`src/logic/ofp_defs.svh`:
```
`ifndef OFP_DEFS_SVH
`define OFP_DEFS_SVH

// ****************************************
// clock and time base
// ****************************************
`define OFP_CLK_HZ 125000000
`define OFP_TICK_US 1000
`define OFP_TICK_CYC (`OFP_CLK_HZ / 1000 * `OFP_TICK_US / 1000)

// ****************************************
// fixed start delays of the high-set stages, in ms
// ****************************************
`define OFP_PH_HIGH_START_MS 40
`define OFP_EF_HIGH_START_MS 50

// ****************************************
// inverse curves: base operate time in ms at k = 1.0,
// entry 0 (low bits) at 1.5x, then 2x, 3x, 5x, 10x, 20x
// ****************************************
`define OFP_MULT_HALVES {6'h28, 6'h14, 6'h0A, 6'h06, 6'h04, 6'h03}
`define OFP_CURVE_NORMAL {20'h008DE, 20'h00B9A, 20'h010B8, \
  20'h0189C, 20'h02710, 20'h04330}
`define OFP_CURVE_VERY {20'h002C6, 20'h005DC, 20'h00D34, \
  20'h01A5E, 20'h034BC, 20'h06978}
`define OFP_CURVE_EXTREME {20'h000C8, 20'h0032A, 20'h00D02, \
  20'h02710, 20'h0684C, 20'h0FA00}
`define OFP_CURVE_LONG {20'h0189C, 20'h033F4, 20'h07530, \
  20'h0EA60, 20'h1D4C0, 20'h3A980}
`define OFP_CURVE_MAKER_A {20'h00BF4, 20'h00C62, 20'h00D66, \
  20'h00F0A, 20'h011A8, 20'h01572}
`define OFP_CURVE_MAKER_B {20'h006E0, 20'h00A82, 20'h00E2E, \
  20'h010E0, 20'h012FC, 20'h01482}

`endif

```
`src/logic/ofp_pkg.sv`:
```
package ofp_pkg;
  typedef enum logic [2:0] {
    OFP_CURVE_NORMAL_INV = 3'b000,
    OFP_CURVE_VERY_INV = 3'b001,
    OFP_CURVE_EXTREME_INV = 3'b010,
    OFP_CURVE_LONG_INV = 3'b011,
    OFP_CURVE_MAKER_A = 3'b100,
    OFP_CURVE_MAKER_B = 3'b101
  } ofp_curve_t;
  typedef enum logic {
    OFP_CHAR_DEFINITE = 1'b0,
    OFP_CHAR_INVERSE = 1'b1
  } ofp_char_t;
  typedef enum logic {
    OFP_HS_INSTANT = 1'b0,
    OFP_HS_DEFINITE = 1'b1
  } ofp_hs_mode_t;
  typedef enum logic [1:0] {
    OFP_ST_IDLE = 2'b00,
    OFP_ST_STARTED = 2'b01,
    OFP_ST_OPERATED = 2'b10
  } ofp_state_t;
endpackage

```
`src/logic/ofp_stage_if.sv`:
```
`timescale 1ns/1ns
interface ofp_stage_if;
  logic pickup;
  logic tick;
  logic [23:0] startMs;
  logic [23:0] operateMs;
  logic started;
  logic startOut;
  logic operate;
  modport stg (input pickup, tick, startMs, operateMs,
    output started, startOut, operate);
  modport ctl (output pickup, tick, startMs, operateMs,
    input started, startOut, operate);
endinterface

```
`src/logic/ofp_idmt.sv`:
```
`timescale 1ns/1ns
`include "ofp_defs.svh"
module ofp_idmt (
  input wire logic mclk, // system clock
  input wire logic rst_n, // async reset, active low
  input wire logic [15:0] current, // measured current
  input wire logic [15:0] threshold, // start threshold
  input wire ofp_pkg::ofp_curve_t curve, // curve set
  input wire logic [7:0] kMul, // time multiplier, 1/16 steps
  output logic [23:0] operateMs // computed operate time
);
  localparam logic [35:0] MULTS = `OFP_MULT_HALVES;
  logic [5:0] over;
  logic [2:0] band;
  logic [119:0] table_;
  logic [19:0] baseMs;
  logic [27:0] product;

  // ****************************************
  // current multiple band
  // ****************************************
  genvar g;
  generate
    for (g = 0; g < 6; g++) begin : gBand
      assign over[g] = {5'h00, current, 1'b0} >=
        ({6'h00, threshold} * {16'h0000, MULTS[g*6 +: 6]});
    end
  endgenerate

  // below 1.5x the 1.5x time is used, which is early there; from 1.5x up it is slow but never early
  always_comb begin
    band = 3'h0;
    for (int i = 1; i < 6; i++) begin
      if (over[i]) begin
        band = 3'(i);
      end
    end
  end

  // ****************************************
  // curve table and multiplier
  // ****************************************
  always_comb begin
    case (curve)
      ofp_pkg::OFP_CURVE_NORMAL_INV: table_ = `OFP_CURVE_NORMAL;
      ofp_pkg::OFP_CURVE_VERY_INV: table_ = `OFP_CURVE_VERY;
      ofp_pkg::OFP_CURVE_EXTREME_INV: table_ = `OFP_CURVE_EXTREME;
      ofp_pkg::OFP_CURVE_LONG_INV: table_ = `OFP_CURVE_LONG;
      ofp_pkg::OFP_CURVE_MAKER_A: table_ = `OFP_CURVE_MAKER_A;
      ofp_pkg::OFP_CURVE_MAKER_B: table_ = `OFP_CURVE_MAKER_B;
      default: table_ = `OFP_CURVE_NORMAL;
    endcase
  end

  assign baseMs = table_[band*20 +: 20];
  assign product = {8'h00, baseMs} * {20'h00000, kMul};

  always_ff @(posedge mclk or negedge rst_n) begin
    if (!rst_n) begin
      operateMs <= 24'h000000;
    end else begin
      operateMs <= product[27:4];
    end
  end
endmodule

```
`src/logic/ofp_stage.sv`:
```
`timescale 1ns/1ns
module ofp_stage (
  input wire logic mclk, // system clock
  input wire logic rst_n, // async reset, active low
  ofp_stage_if.stg s // stage control and results
);
  ofp_pkg::ofp_state_t state_reg;
  ofp_pkg::ofp_state_t state_next;
  logic [23:0] elapsed_reg;
  logic startedReg;
  logic startOutReg;
  logic operateReg;

  // ****************************************
  // stage sequence
  // ****************************************
  always_comb begin
    state_next = state_reg;
    case (state_reg)
      ofp_pkg::OFP_ST_IDLE: begin
        if (s.pickup) begin
          state_next = ofp_pkg::OFP_ST_STARTED;
        end
      end
      ofp_pkg::OFP_ST_STARTED: begin
        if (!s.pickup) begin
          state_next = ofp_pkg::OFP_ST_IDLE;
        end else if (elapsed_reg >= s.operateMs) begin
          state_next = ofp_pkg::OFP_ST_OPERATED;
        end
      end
      ofp_pkg::OFP_ST_OPERATED: begin
        if (!s.pickup) begin
          state_next = ofp_pkg::OFP_ST_IDLE;
        end
      end
      default: state_next = ofp_pkg::OFP_ST_IDLE;
    endcase
  end

  always_ff @(posedge mclk or negedge rst_n) begin
    if (!rst_n) begin
      state_reg <= ofp_pkg::OFP_ST_IDLE;
    end else begin
      state_reg <= state_next;
    end
  end

  // ms since start; cleared whenever the stage drops out
  always_ff @(posedge mclk or negedge rst_n) begin
    if (!rst_n) begin
      elapsed_reg <= 24'h000000;
    end else if (state_next == ofp_pkg::OFP_ST_IDLE) begin
      elapsed_reg <= 24'h000000;
    end else if (s.tick && elapsed_reg != 24'hFFFFFF) begin
      elapsed_reg <= elapsed_reg + 24'h000001;
    end
  end

  always_ff @(posedge mclk or negedge rst_n) begin
    if (!rst_n) begin
      startedReg <= 1'b0;
      startOutReg <= 1'b0;
      operateReg <= 1'b0;
    end else begin
      startedReg <= state_next != ofp_pkg::OFP_ST_IDLE;
      startOutReg <= state_next != ofp_pkg::OFP_ST_IDLE &&
        elapsed_reg >= s.startMs;
      operateReg <= state_next == ofp_pkg::OFP_ST_OPERATED;
    end
  end

  assign s.started = startedReg;
  assign s.startOut = startOutReg;
  assign s.operate = operateReg;

  property p_start_needs_started;
    @(posedge mclk) disable iff (!rst_n)
    startOutReg |-> startedReg && $past(elapsed_reg) >= $past(s.startMs);
  endproperty
  a_start_needs_started: assert property (p_start_needs_started)
    else $error("start output without elapsed start delay");
endmodule

```
`src/logic/ofp_top.sv`:
```
`timescale 1ns/1ns
`include "ofp_defs.svh"
module ofp_top #(
  parameter int TICK_CYCLES = `OFP_TICK_CYC // clocks per ms tick
) (
  input wire logic mclk, // 125 MHz clock
  input wire logic rst_n, // async reset, active low
  input wire logic [15:0] phaseA, // phase A current
  input wire logic [15:0] phaseB, // phase B current
  input wire logic [15:0] phaseC, // phase C current
  input wire logic [15:0] neutral, // neutral current
  input wire logic [15:0] phLowThr, // low phase threshold
  input wire logic [15:0] phLowStartMs, // low phase start delay
  input wire logic [15:0] phLowOpMs, // low phase definite time
  input wire ofp_pkg::ofp_char_t phLowChar, // low phase characteristic
  input wire ofp_pkg::ofp_curve_t phLowCurve, // low phase curve
  input wire logic [7:0] phLowK, // low phase multiplier
  input wire logic [15:0] phHighThr, // high phase threshold
  input wire logic [15:0] phHighOpMs, // high phase operate time
  input wire ofp_pkg::ofp_hs_mode_t phHighMode, // high phase mode
  input wire logic [15:0] efLowThr, // low earth threshold
  input wire logic [15:0] efLowStartMs, // low earth start delay
  input wire logic [15:0] efLowOpMs, // low earth definite time
  input wire ofp_pkg::ofp_char_t efLowChar, // low earth characteristic
  input wire ofp_pkg::ofp_curve_t efLowCurve, // low earth curve
  input wire logic [7:0] efLowK, // low earth multiplier
  input wire logic [15:0] efHighThr, // high earth threshold
  input wire logic [15:0] efHighOpMs, // high earth operate time
  input wire ofp_pkg::ofp_hs_mode_t efHighMode, // high earth mode
  output logic [3:0] stageStarted, // started state per stage
  output logic [3:0] stageStart, // start signal per stage
  output logic [3:0] stageOperate, // operate signal per stage
  output logic trip // any stage operated
);
  localparam int PH_LOW = 0;
  localparam int PH_HIGH = 1;
  localparam int EF_LOW = 2;
  localparam int EF_HIGH = 3;

  logic [16:0] tickCnt_reg;
  logic tick_reg;
  logic [15:0] curA_reg;
  logic [15:0] curB_reg;
  logic [15:0] curC_reg;
  logic [15:0] curN_reg;
  logic [15:0] maxPh_reg;
  logic [15:0] maxAB;
  logic [15:0] maxPh_next;
  logic [3:0] pick_reg;
  logic [3:0] pick_next;
  logic [23:0] phLowIdmtMs;
  logic [23:0] efLowIdmtMs;
  logic [23:0] opMs_reg [4];
  logic [23:0] startMs [4];
  logic [3:0] startedW;
  logic [3:0] startW;
  logic [3:0] operateW;
  logic trip_reg;

  // ****************************************
  // ms time base
  // ****************************************
  // one shared tick keeps all stage timers in step
  always_ff @(posedge mclk or negedge rst_n) begin
    if (!rst_n) begin
      tickCnt_reg <= 17'h00000;
      tick_reg <= 1'b0;
    end else if (tickCnt_reg == 17'(TICK_CYCLES - 1)) begin
      tickCnt_reg <= 17'h00000;
      tick_reg <= 1'b1;
    end else begin
      tickCnt_reg <= tickCnt_reg + 17'h00001;
      tick_reg <= 1'b0;
    end
  end

  // ****************************************
  // measured currents
  // ****************************************
  always_ff @(posedge mclk or negedge rst_n) begin
    if (!rst_n) begin
      curA_reg <= 16'h0000;
      curB_reg <= 16'h0000;
      curC_reg <= 16'h0000;
      curN_reg <= 16'h0000;
    end else begin
      curA_reg <= phaseA;
      curB_reg <= phaseB;
      curC_reg <= phaseC;
      curN_reg <= neutral;
    end
  end

  // worst phase drives the inverse time
  assign maxAB = (curA_reg > curB_reg) ? curA_reg : curB_reg;
  assign maxPh_next = (maxAB > curC_reg) ? maxAB : curC_reg;

  always_ff @(posedge mclk or negedge rst_n) begin
    if (!rst_n) begin
      maxPh_reg <= 16'h0000;
    end else begin
      maxPh_reg <= maxPh_next;
    end
  end

  // ****************************************
  // threshold comparison
  // ****************************************
  always_comb begin
    pick_next[PH_LOW] = curA_reg > phLowThr || curB_reg > phLowThr ||
      curC_reg > phLowThr;
    pick_next[PH_HIGH] = curA_reg > phHighThr ||
      curB_reg > phHighThr || curC_reg > phHighThr;
    pick_next[EF_LOW] = curN_reg > efLowThr;
    pick_next[EF_HIGH] = curN_reg > efHighThr;
  end

  always_ff @(posedge mclk or negedge rst_n) begin
    if (!rst_n) begin
      pick_reg <= 4'h0;
    end else begin
      pick_reg <= pick_next;
    end
  end

  // ****************************************
  // inverse time calculators
  // ****************************************
  ofp_idmt uPhIdmt (
    .mclk(mclk),
    .rst_n(rst_n),
    .current(maxPh_reg),
    .threshold(phLowThr),
    .curve(phLowCurve),
    .kMul(phLowK),
    .operateMs(phLowIdmtMs)
  );

  ofp_idmt uEfIdmt (
    .mclk(mclk),
    .rst_n(rst_n),
    .current(curN_reg),
    .threshold(efLowThr),
    .curve(efLowCurve),
    .kMul(efLowK),
    .operateMs(efLowIdmtMs)
  );

  // ****************************************
  // delay selection
  // ****************************************
  assign startMs[PH_LOW] = {8'h00, phLowStartMs};
  assign startMs[PH_HIGH] = 24'(`OFP_PH_HIGH_START_MS);
  assign startMs[EF_LOW] = {8'h00, efLowStartMs};
  assign startMs[EF_HIGH] = 24'(`OFP_EF_HIGH_START_MS);

  // inverse time follows the current as it changes
  always_ff @(posedge mclk or negedge rst_n) begin
    if (!rst_n) begin
      opMs_reg[PH_LOW] <= 24'h000000;
      opMs_reg[PH_HIGH] <= 24'h000000;
      opMs_reg[EF_LOW] <= 24'h000000;
      opMs_reg[EF_HIGH] <= 24'h000000;
    end else begin
      opMs_reg[PH_LOW] <= (phLowChar == ofp_pkg::OFP_CHAR_INVERSE) ?
        phLowIdmtMs : {8'h00, phLowOpMs};
      opMs_reg[PH_HIGH] <= (phHighMode == ofp_pkg::OFP_HS_INSTANT) ?
        24'h000000 : {8'h00, phHighOpMs};
      opMs_reg[EF_LOW] <= (efLowChar == ofp_pkg::OFP_CHAR_INVERSE) ?
        efLowIdmtMs : {8'h00, efLowOpMs};
      opMs_reg[EF_HIGH] <= (efHighMode == ofp_pkg::OFP_HS_INSTANT) ?
        24'h000000 : {8'h00, efHighOpMs};
    end
  end

  // ****************************************
  // stages
  // ****************************************
  genvar g;
  generate
    for (g = 0; g < 4; g++) begin : gStage
      ofp_stage_if sif ();
      logic [23:0] runMs;

      assign sif.pickup = pick_reg[g];
      assign sif.tick = tick_reg;
      assign sif.startMs = startMs[g];
      assign sif.operateMs = opMs_reg[g];
      assign startedW[g] = sif.started;
      assign startW[g] = sif.startOut;
      assign operateW[g] = sif.operate;

      ofp_stage uStage (
        .mclk(mclk),
        .rst_n(rst_n),
        .s(sif)
      );

      // mirror of the stage timer, read only by checks
      always_ff @(posedge mclk or negedge rst_n) begin
        if (!rst_n) begin
          runMs <= 24'h000000;
        end else if (!pick_reg[g]) begin
          runMs <= 24'h000000;
        // counts from the pickup edge, as the stage timer does
        end else if (tick_reg && runMs != 24'hFFFFFF) begin
          runMs <= runMs + 24'h000001;
        end
      end

      property p_start_delay;
        @(posedge mclk) disable iff (!rst_n)
        $rose(startW[g]) |-> runMs >= startMs[g];
      endproperty
      a_start_delay: assert property (p_start_delay)
        else $error("start output before start delay");

      property p_operate_delay;
        @(posedge mclk) disable iff (!rst_n)
        $rose(operateW[g]) |-> runMs >= $past(opMs_reg[g]);
      endproperty
      a_operate_delay: assert property (p_operate_delay)
        else $error("operate before operate delay");

      property p_drop_clear;
        @(posedge mclk) disable iff (!rst_n)
        !pick_reg[g] |=> !startedW[g] && !startW[g] && !operateW[g];
      endproperty
      a_drop_clear: assert property (p_drop_clear)
        else $error("stage held after current dropped");
    end
  endgenerate

  // ****************************************
  // outputs
  // ****************************************
  always_ff @(posedge mclk or negedge rst_n) begin
    if (!rst_n) begin
      trip_reg <= 1'b0;
    end else begin
      trip_reg <= |operateW;
    end
  end

  assign stageStarted = startedW;
  assign stageStart = startW;
  assign stageOperate = operateW;
  assign trip = trip_reg;

  // ****************************************
  // checks
  // ****************************************
  property p_ph_low_pick;
    @(posedge mclk) disable iff (!rst_n)
    (curA_reg > phLowThr && $stable(phLowThr)) |=> pick_reg[PH_LOW]
      ##1 stageStarted[PH_LOW] || !pick_reg[PH_LOW];
  endproperty
  a_ph_low_pick: assert property (p_ph_low_pick)
    else $error("low phase stage did not start");

  property p_ef_low_pick;
    @(posedge mclk) disable iff (!rst_n)
    (curN_reg > efLowThr && $stable(efLowThr)) |=> pick_reg[EF_LOW];
  endproperty
  a_ef_low_pick: assert property (p_ef_low_pick)
    else $error("low earth stage did not pick up");

  property p_hs_instant;
    @(posedge mclk) disable iff (!rst_n)
    (phHighMode == ofp_pkg::OFP_HS_INSTANT) |=>
      opMs_reg[PH_HIGH] == 24'h000000;
  endproperty
  a_hs_instant: assert property (p_hs_instant)
    else $error("instantaneous high stage has a delay");

  property p_ef_low_definite;
    @(posedge mclk) disable iff (!rst_n)
    (efLowChar == ofp_pkg::OFP_CHAR_DEFINITE) |=>
      opMs_reg[EF_LOW] == {8'h00, $past(efLowOpMs)};
  endproperty
  a_ef_low_definite: assert property (p_ef_low_definite)
    else $error("definite time not taken from setting");
endmodule

```
`config.mk`:
```
export PLATFORM = sky130hd
export DESIGN_NAME = ofp_top
export DESIGN_NICKNAME = d
export VERILOG_FILES = /design/src/logic/ofp_pkg.sv /design/src/logic/ofp_stage_if.sv /design/src/logic/ofp_idmt.sv /design/src/logic/ofp_stage.sv /design/src/logic/ofp_top.sv
export VERILOG_INCLUDE_DIRS = /design/src /design/src/logic
export SDC_FILE = /design/constraint.sdc
export NUM_CORES = 2
export LEC_CHECK = 0
export BUFFER_PORTS_ARGS = -buffer_cell sky130_fd_sc_hd__clkbuf_2
export CORE_ASPECT_RATIO = 1.1
export CORE_MARGIN = 10
export CORE_UTILIZATION = 38
export DETAILED_ROUTE_END_ITERATION = 8
export PLACE_DENSITY = 0.63
export SYNTH_ARGS = -nofsm -noshare
export SYNTH_HDL_FRONTEND = slang
export SYNTH_SLANG_ARGS = --single-unit
export TNS_END_PERCENT = 1
```
`constraint.sdc`:
```
create_clock -name mclk -period 7.1 [get_ports mclk]
set_input_delay 0.355 -clock mclk [delete_from_list [all_inputs] [get_ports mclk]]
set_output_delay 0.355 -clock mclk [all_outputs]
set_load 0.01 [all_outputs]
```
==> results.cfg <==
[setup_path]
crit_type = input port to register
cp.arrival_ns = 8.99
cp_data_required_time_ns = 7.62
crit_path_max_fanout = 5
cpMaxStageDelayCell = fa_2
startpoint_type = input port
worstSetupEndpointType = register
cp_slowest_stage_delay_ns = 0.58

[layout]
final.fill_count = 8695
register_area_mm2 = 0.008683
layout-drive-gt1-share_pct = 26.21
multi_input_area_mm2 = 0.02645
area.growth.synth_to_final_pct = 31.64
fin_util_pct = 50.60
final_area_mm2 = 0.04789
largest_register_ffs = 96
final_nets = 6031

[power_and_ir_drop]
share_comb_of_total_power_pct = 72.2
vdd_drop_max_mv = 0.5347
p_total_w = 0.01721
pwr-share-seq_pct = 14.3
p_leak_nw = 24.59
power_density_mw_per_mm2 = 359.5
p_int_w = 0.01003
switching_share_pct = 41.74
switchingPower_w = 0.007185
pwr-share-clk_pct = 13.5

[routing]
route.vias.total = 32496
wl_um = 108200
drtIter0Drc = 1729
ant_nets = 0
first_pass_iters = 5
viasPerCell = 5.156
wl_per_cell_um = 17.17
drc = 0

[sta]
hold_violations = 0
fmax_ghz = 0.1180
maxSlewHeadroom_pct = 36.69
fin_skew_ns = 0.02725
final.setup.tns_ns = -35.19
finalSetupViolations = 41
whs_ns = 0.02499
grt_setup_unrepaired = yes
period_needed_ns = 8.472
slew_violations = 0
fin_ws_ns = -1.372
fin_crit_sh_pct = 119.3
tightest_slew_ns = 0.9473

[yosys]
yosysMostFrequentCell = ha_1
synthCells = 4021
synth_flop_cell = dfrtp_1
async_reset_ff_share_pct = 100.0
ys_seq_area_share_pct = 23.87
synthTopCellsByArea = dfrtp_1, ha_1, fa_1
syn_avg_cell_area_um2 = 9.047
yosys_register_bits = 347
synth_edf_count = 0
yosysUniqueCellTypes = 106
syn_nets = 5050
syn_area_mm2 = 0.03638
synth_common_cells = ha_1, inv_1, dfrtp_1
synth_warnings = 0
yosys.area.top_type = dfrtp_1
synthDominantCellAreaShare_pct = 23.87

[global_routing]
grt_pass1_vias = 33805
antenna_found_initial = 17
grt_max_degree = 134
grt_first_pass_wirelength_um = 176900
grt_overflow_total = 0
grt_usage_pct = 19.87

[placed_design]
postPlaceCellArea_mm2 = 0.04367
dpl.hpwl_um = 86830
numPortBuffers = 264
place_congestion = 0.9316

[die]
design.portCount = 265
die-width_um = 315.0
die_area_mm2 = 0.1085
row_count = 118
dieHeight_um = 344.5
coreArea_mm2 = 0.09464
initial_core_util_pct = 38.44

[flow_run]
maxCapViolCount = 0

[cts]
cts.path.max_buffers = 3
clk_pin_slew_ns = 0.06
cts_tree = built
cts_buffers = 44
clk_latency_ns = 0.61
cts.sinks = 347
cts_htree_levels = 2
clockRootBuffer = clkbuf_16

[outcome]
status = finished, violations left
violations = setup timing

[min_path]
hold_class = input port to register
-- what timing repair did --
| action | CTS | global route |
|---|---|---|
| setup buffers | 45 | 2 |
| hold buffers | 123 | 0 |
| hold endpoints to repair | 209 | 0 |
| resized for setup | 219 | 44 |
| setup endpoints to repair | 43 | 45 |
| pin swaps | 178 | 29 |
-- per-stage QoR --
step | worst slack [ns] | std cells
after floorplan | -1.504 | 4021
after global placement | -2.535 | 6047
after detailed placement | -2.437 | 6047
after CTS | -1.308 | 6291
after global routing | -1.748 | 6298
final | -1.372 | 6302
-- final timing paths --
check,slack (ns),cells after the start,from,end
worst max register to register,-0.73,31,curN_reg[2],uEfIdmt.operateMs[21]
max in group asynchronous,5.50,3,rst_n,curN_reg[10]
min in group asynchronous,0.34,2,rst_n,gStage[0].uStage.elapsed_reg[13]
worst min-delay path,0.02,2,phLowOpMs[9],gStage[0].sif.operateMs[9]
worst max-delay path,-1.37,38,efLowThr[3],uEfIdmt.operateMs[21]
worst min register to register,0.45,1,uPhIdmt.operateMs[22],gStage[0].sif.operateMs[22]
-- routing by layer --
metal | track usage (%) | vias up | wire (um)
met5 | 0 | - | 81
met3 | 3.131 | 191 | 5538
met1 | 25.07 | 15630 | 47130
met4 | 5.681 | 12 | 2817
met2 | 34.66 | 706 | 52650
li1 | - | 15957 | -
-- worst max-delay path: cells and delay by family --
kind / cells / cell delay, ns
buffers and inverters: 6 / 0.72
adders and majority gates: 8 / 3.07
AOI/OAI and AO/OA: 12 / 2.91
xor gates and xnor gates: 2 / 0.28
and+or+nand+nor: 10 / 1.65
-- cell type report --
| class | instances | share of cell area, % |
|---|---|---|
| inverters | 529 | 4.147 |
| clock inverters | 15 | 0.4311 |
| flip-flops and latches | 347 | 18.13 |
| multi-input cells | 3041 | 55.24 |
| diodes | 9 | 0.04703 |
| clock buffers | 62 | 2.696 |
| repair buffers | 1039 | 16.01 |
| well taps | 1260 | 3.292 |
-- cell families (layout without fill, tap and decap cells) --
group | Yosys count | after routing | synth area share, %
other | 0 | 9 | 0
adders and majority gates | 779 | 779 | 30.58
AOI/OAI and AO/OA | 865 | 865 | 16.37
DFF | 347 | 347 | 23.87
xor gates and xnor gates | 169 | 169 | 4.069
muxes | 69 | 69 | 2.126
buffers and inverters | 633 | 1645 | 6.810
and+or+nand+nor | 1159 | 1159 | 16.18
-- placed cells by master, fill, tap and decap left out, types with 14 or more instances in the layout --
cell type | Yosys | layout
o21ai_0 | 169 | 140
nor4_1 | 46 | 40
xnor2_1 | 84 | 80
buf_6 | 3 | 17
buf_4 | 15 | 626
mux2_2 | 63 | 63
inv_1 | 524 | 513
ha_1 | 593 | 575
or3_1 | 32 | 31
xor2_1 | 85 | 84
ha_4 | 0 | 14
o21a_1 | 75 | 72
nand4_1 | 64 | 64
nor2b_1 | 47 | 44
clkbuf_16 | 0 | 47
fa_1 | 184 | 170
nor3_1 | 73 | 64
nor2_1 | 293 | 283
o211ai_1 | 23 | 23
a21oi_1 | 204 | 175
and2_1 | 133 | 128
dfrtp_1 | 347 | 347
clkbuf_2 | 1 | 259
nand2b_1 | 57 | 54
o21ai_1 | 12 | 24
a31oi_1 | 20 | 15
nand2_1 | 211 | 203
a21o_1 | 133 | 132
and3_1 | 49 | 47
fa_2 | 0 | 14
o21ai_2 | 2 | 16
a21oi_2 | 2 | 29
nand3_1 | 92 | 89
dlygate4sd3_1 | 0 | 123
-- power by group through the flow --
stage               Sequential (W)  Combinational, W  Clock (W)
finish                     0.00245            0.0124    0.00232
CTS                        0.00246            0.0122    0.00240
detailed placement         0.00249            0.0110          0
floorplan                  0.00244           0.00700          0
global placement           0.00248            0.0109          0
global route               0.00248            0.0140    0.00247
Power figures use the tool's default switching activity.
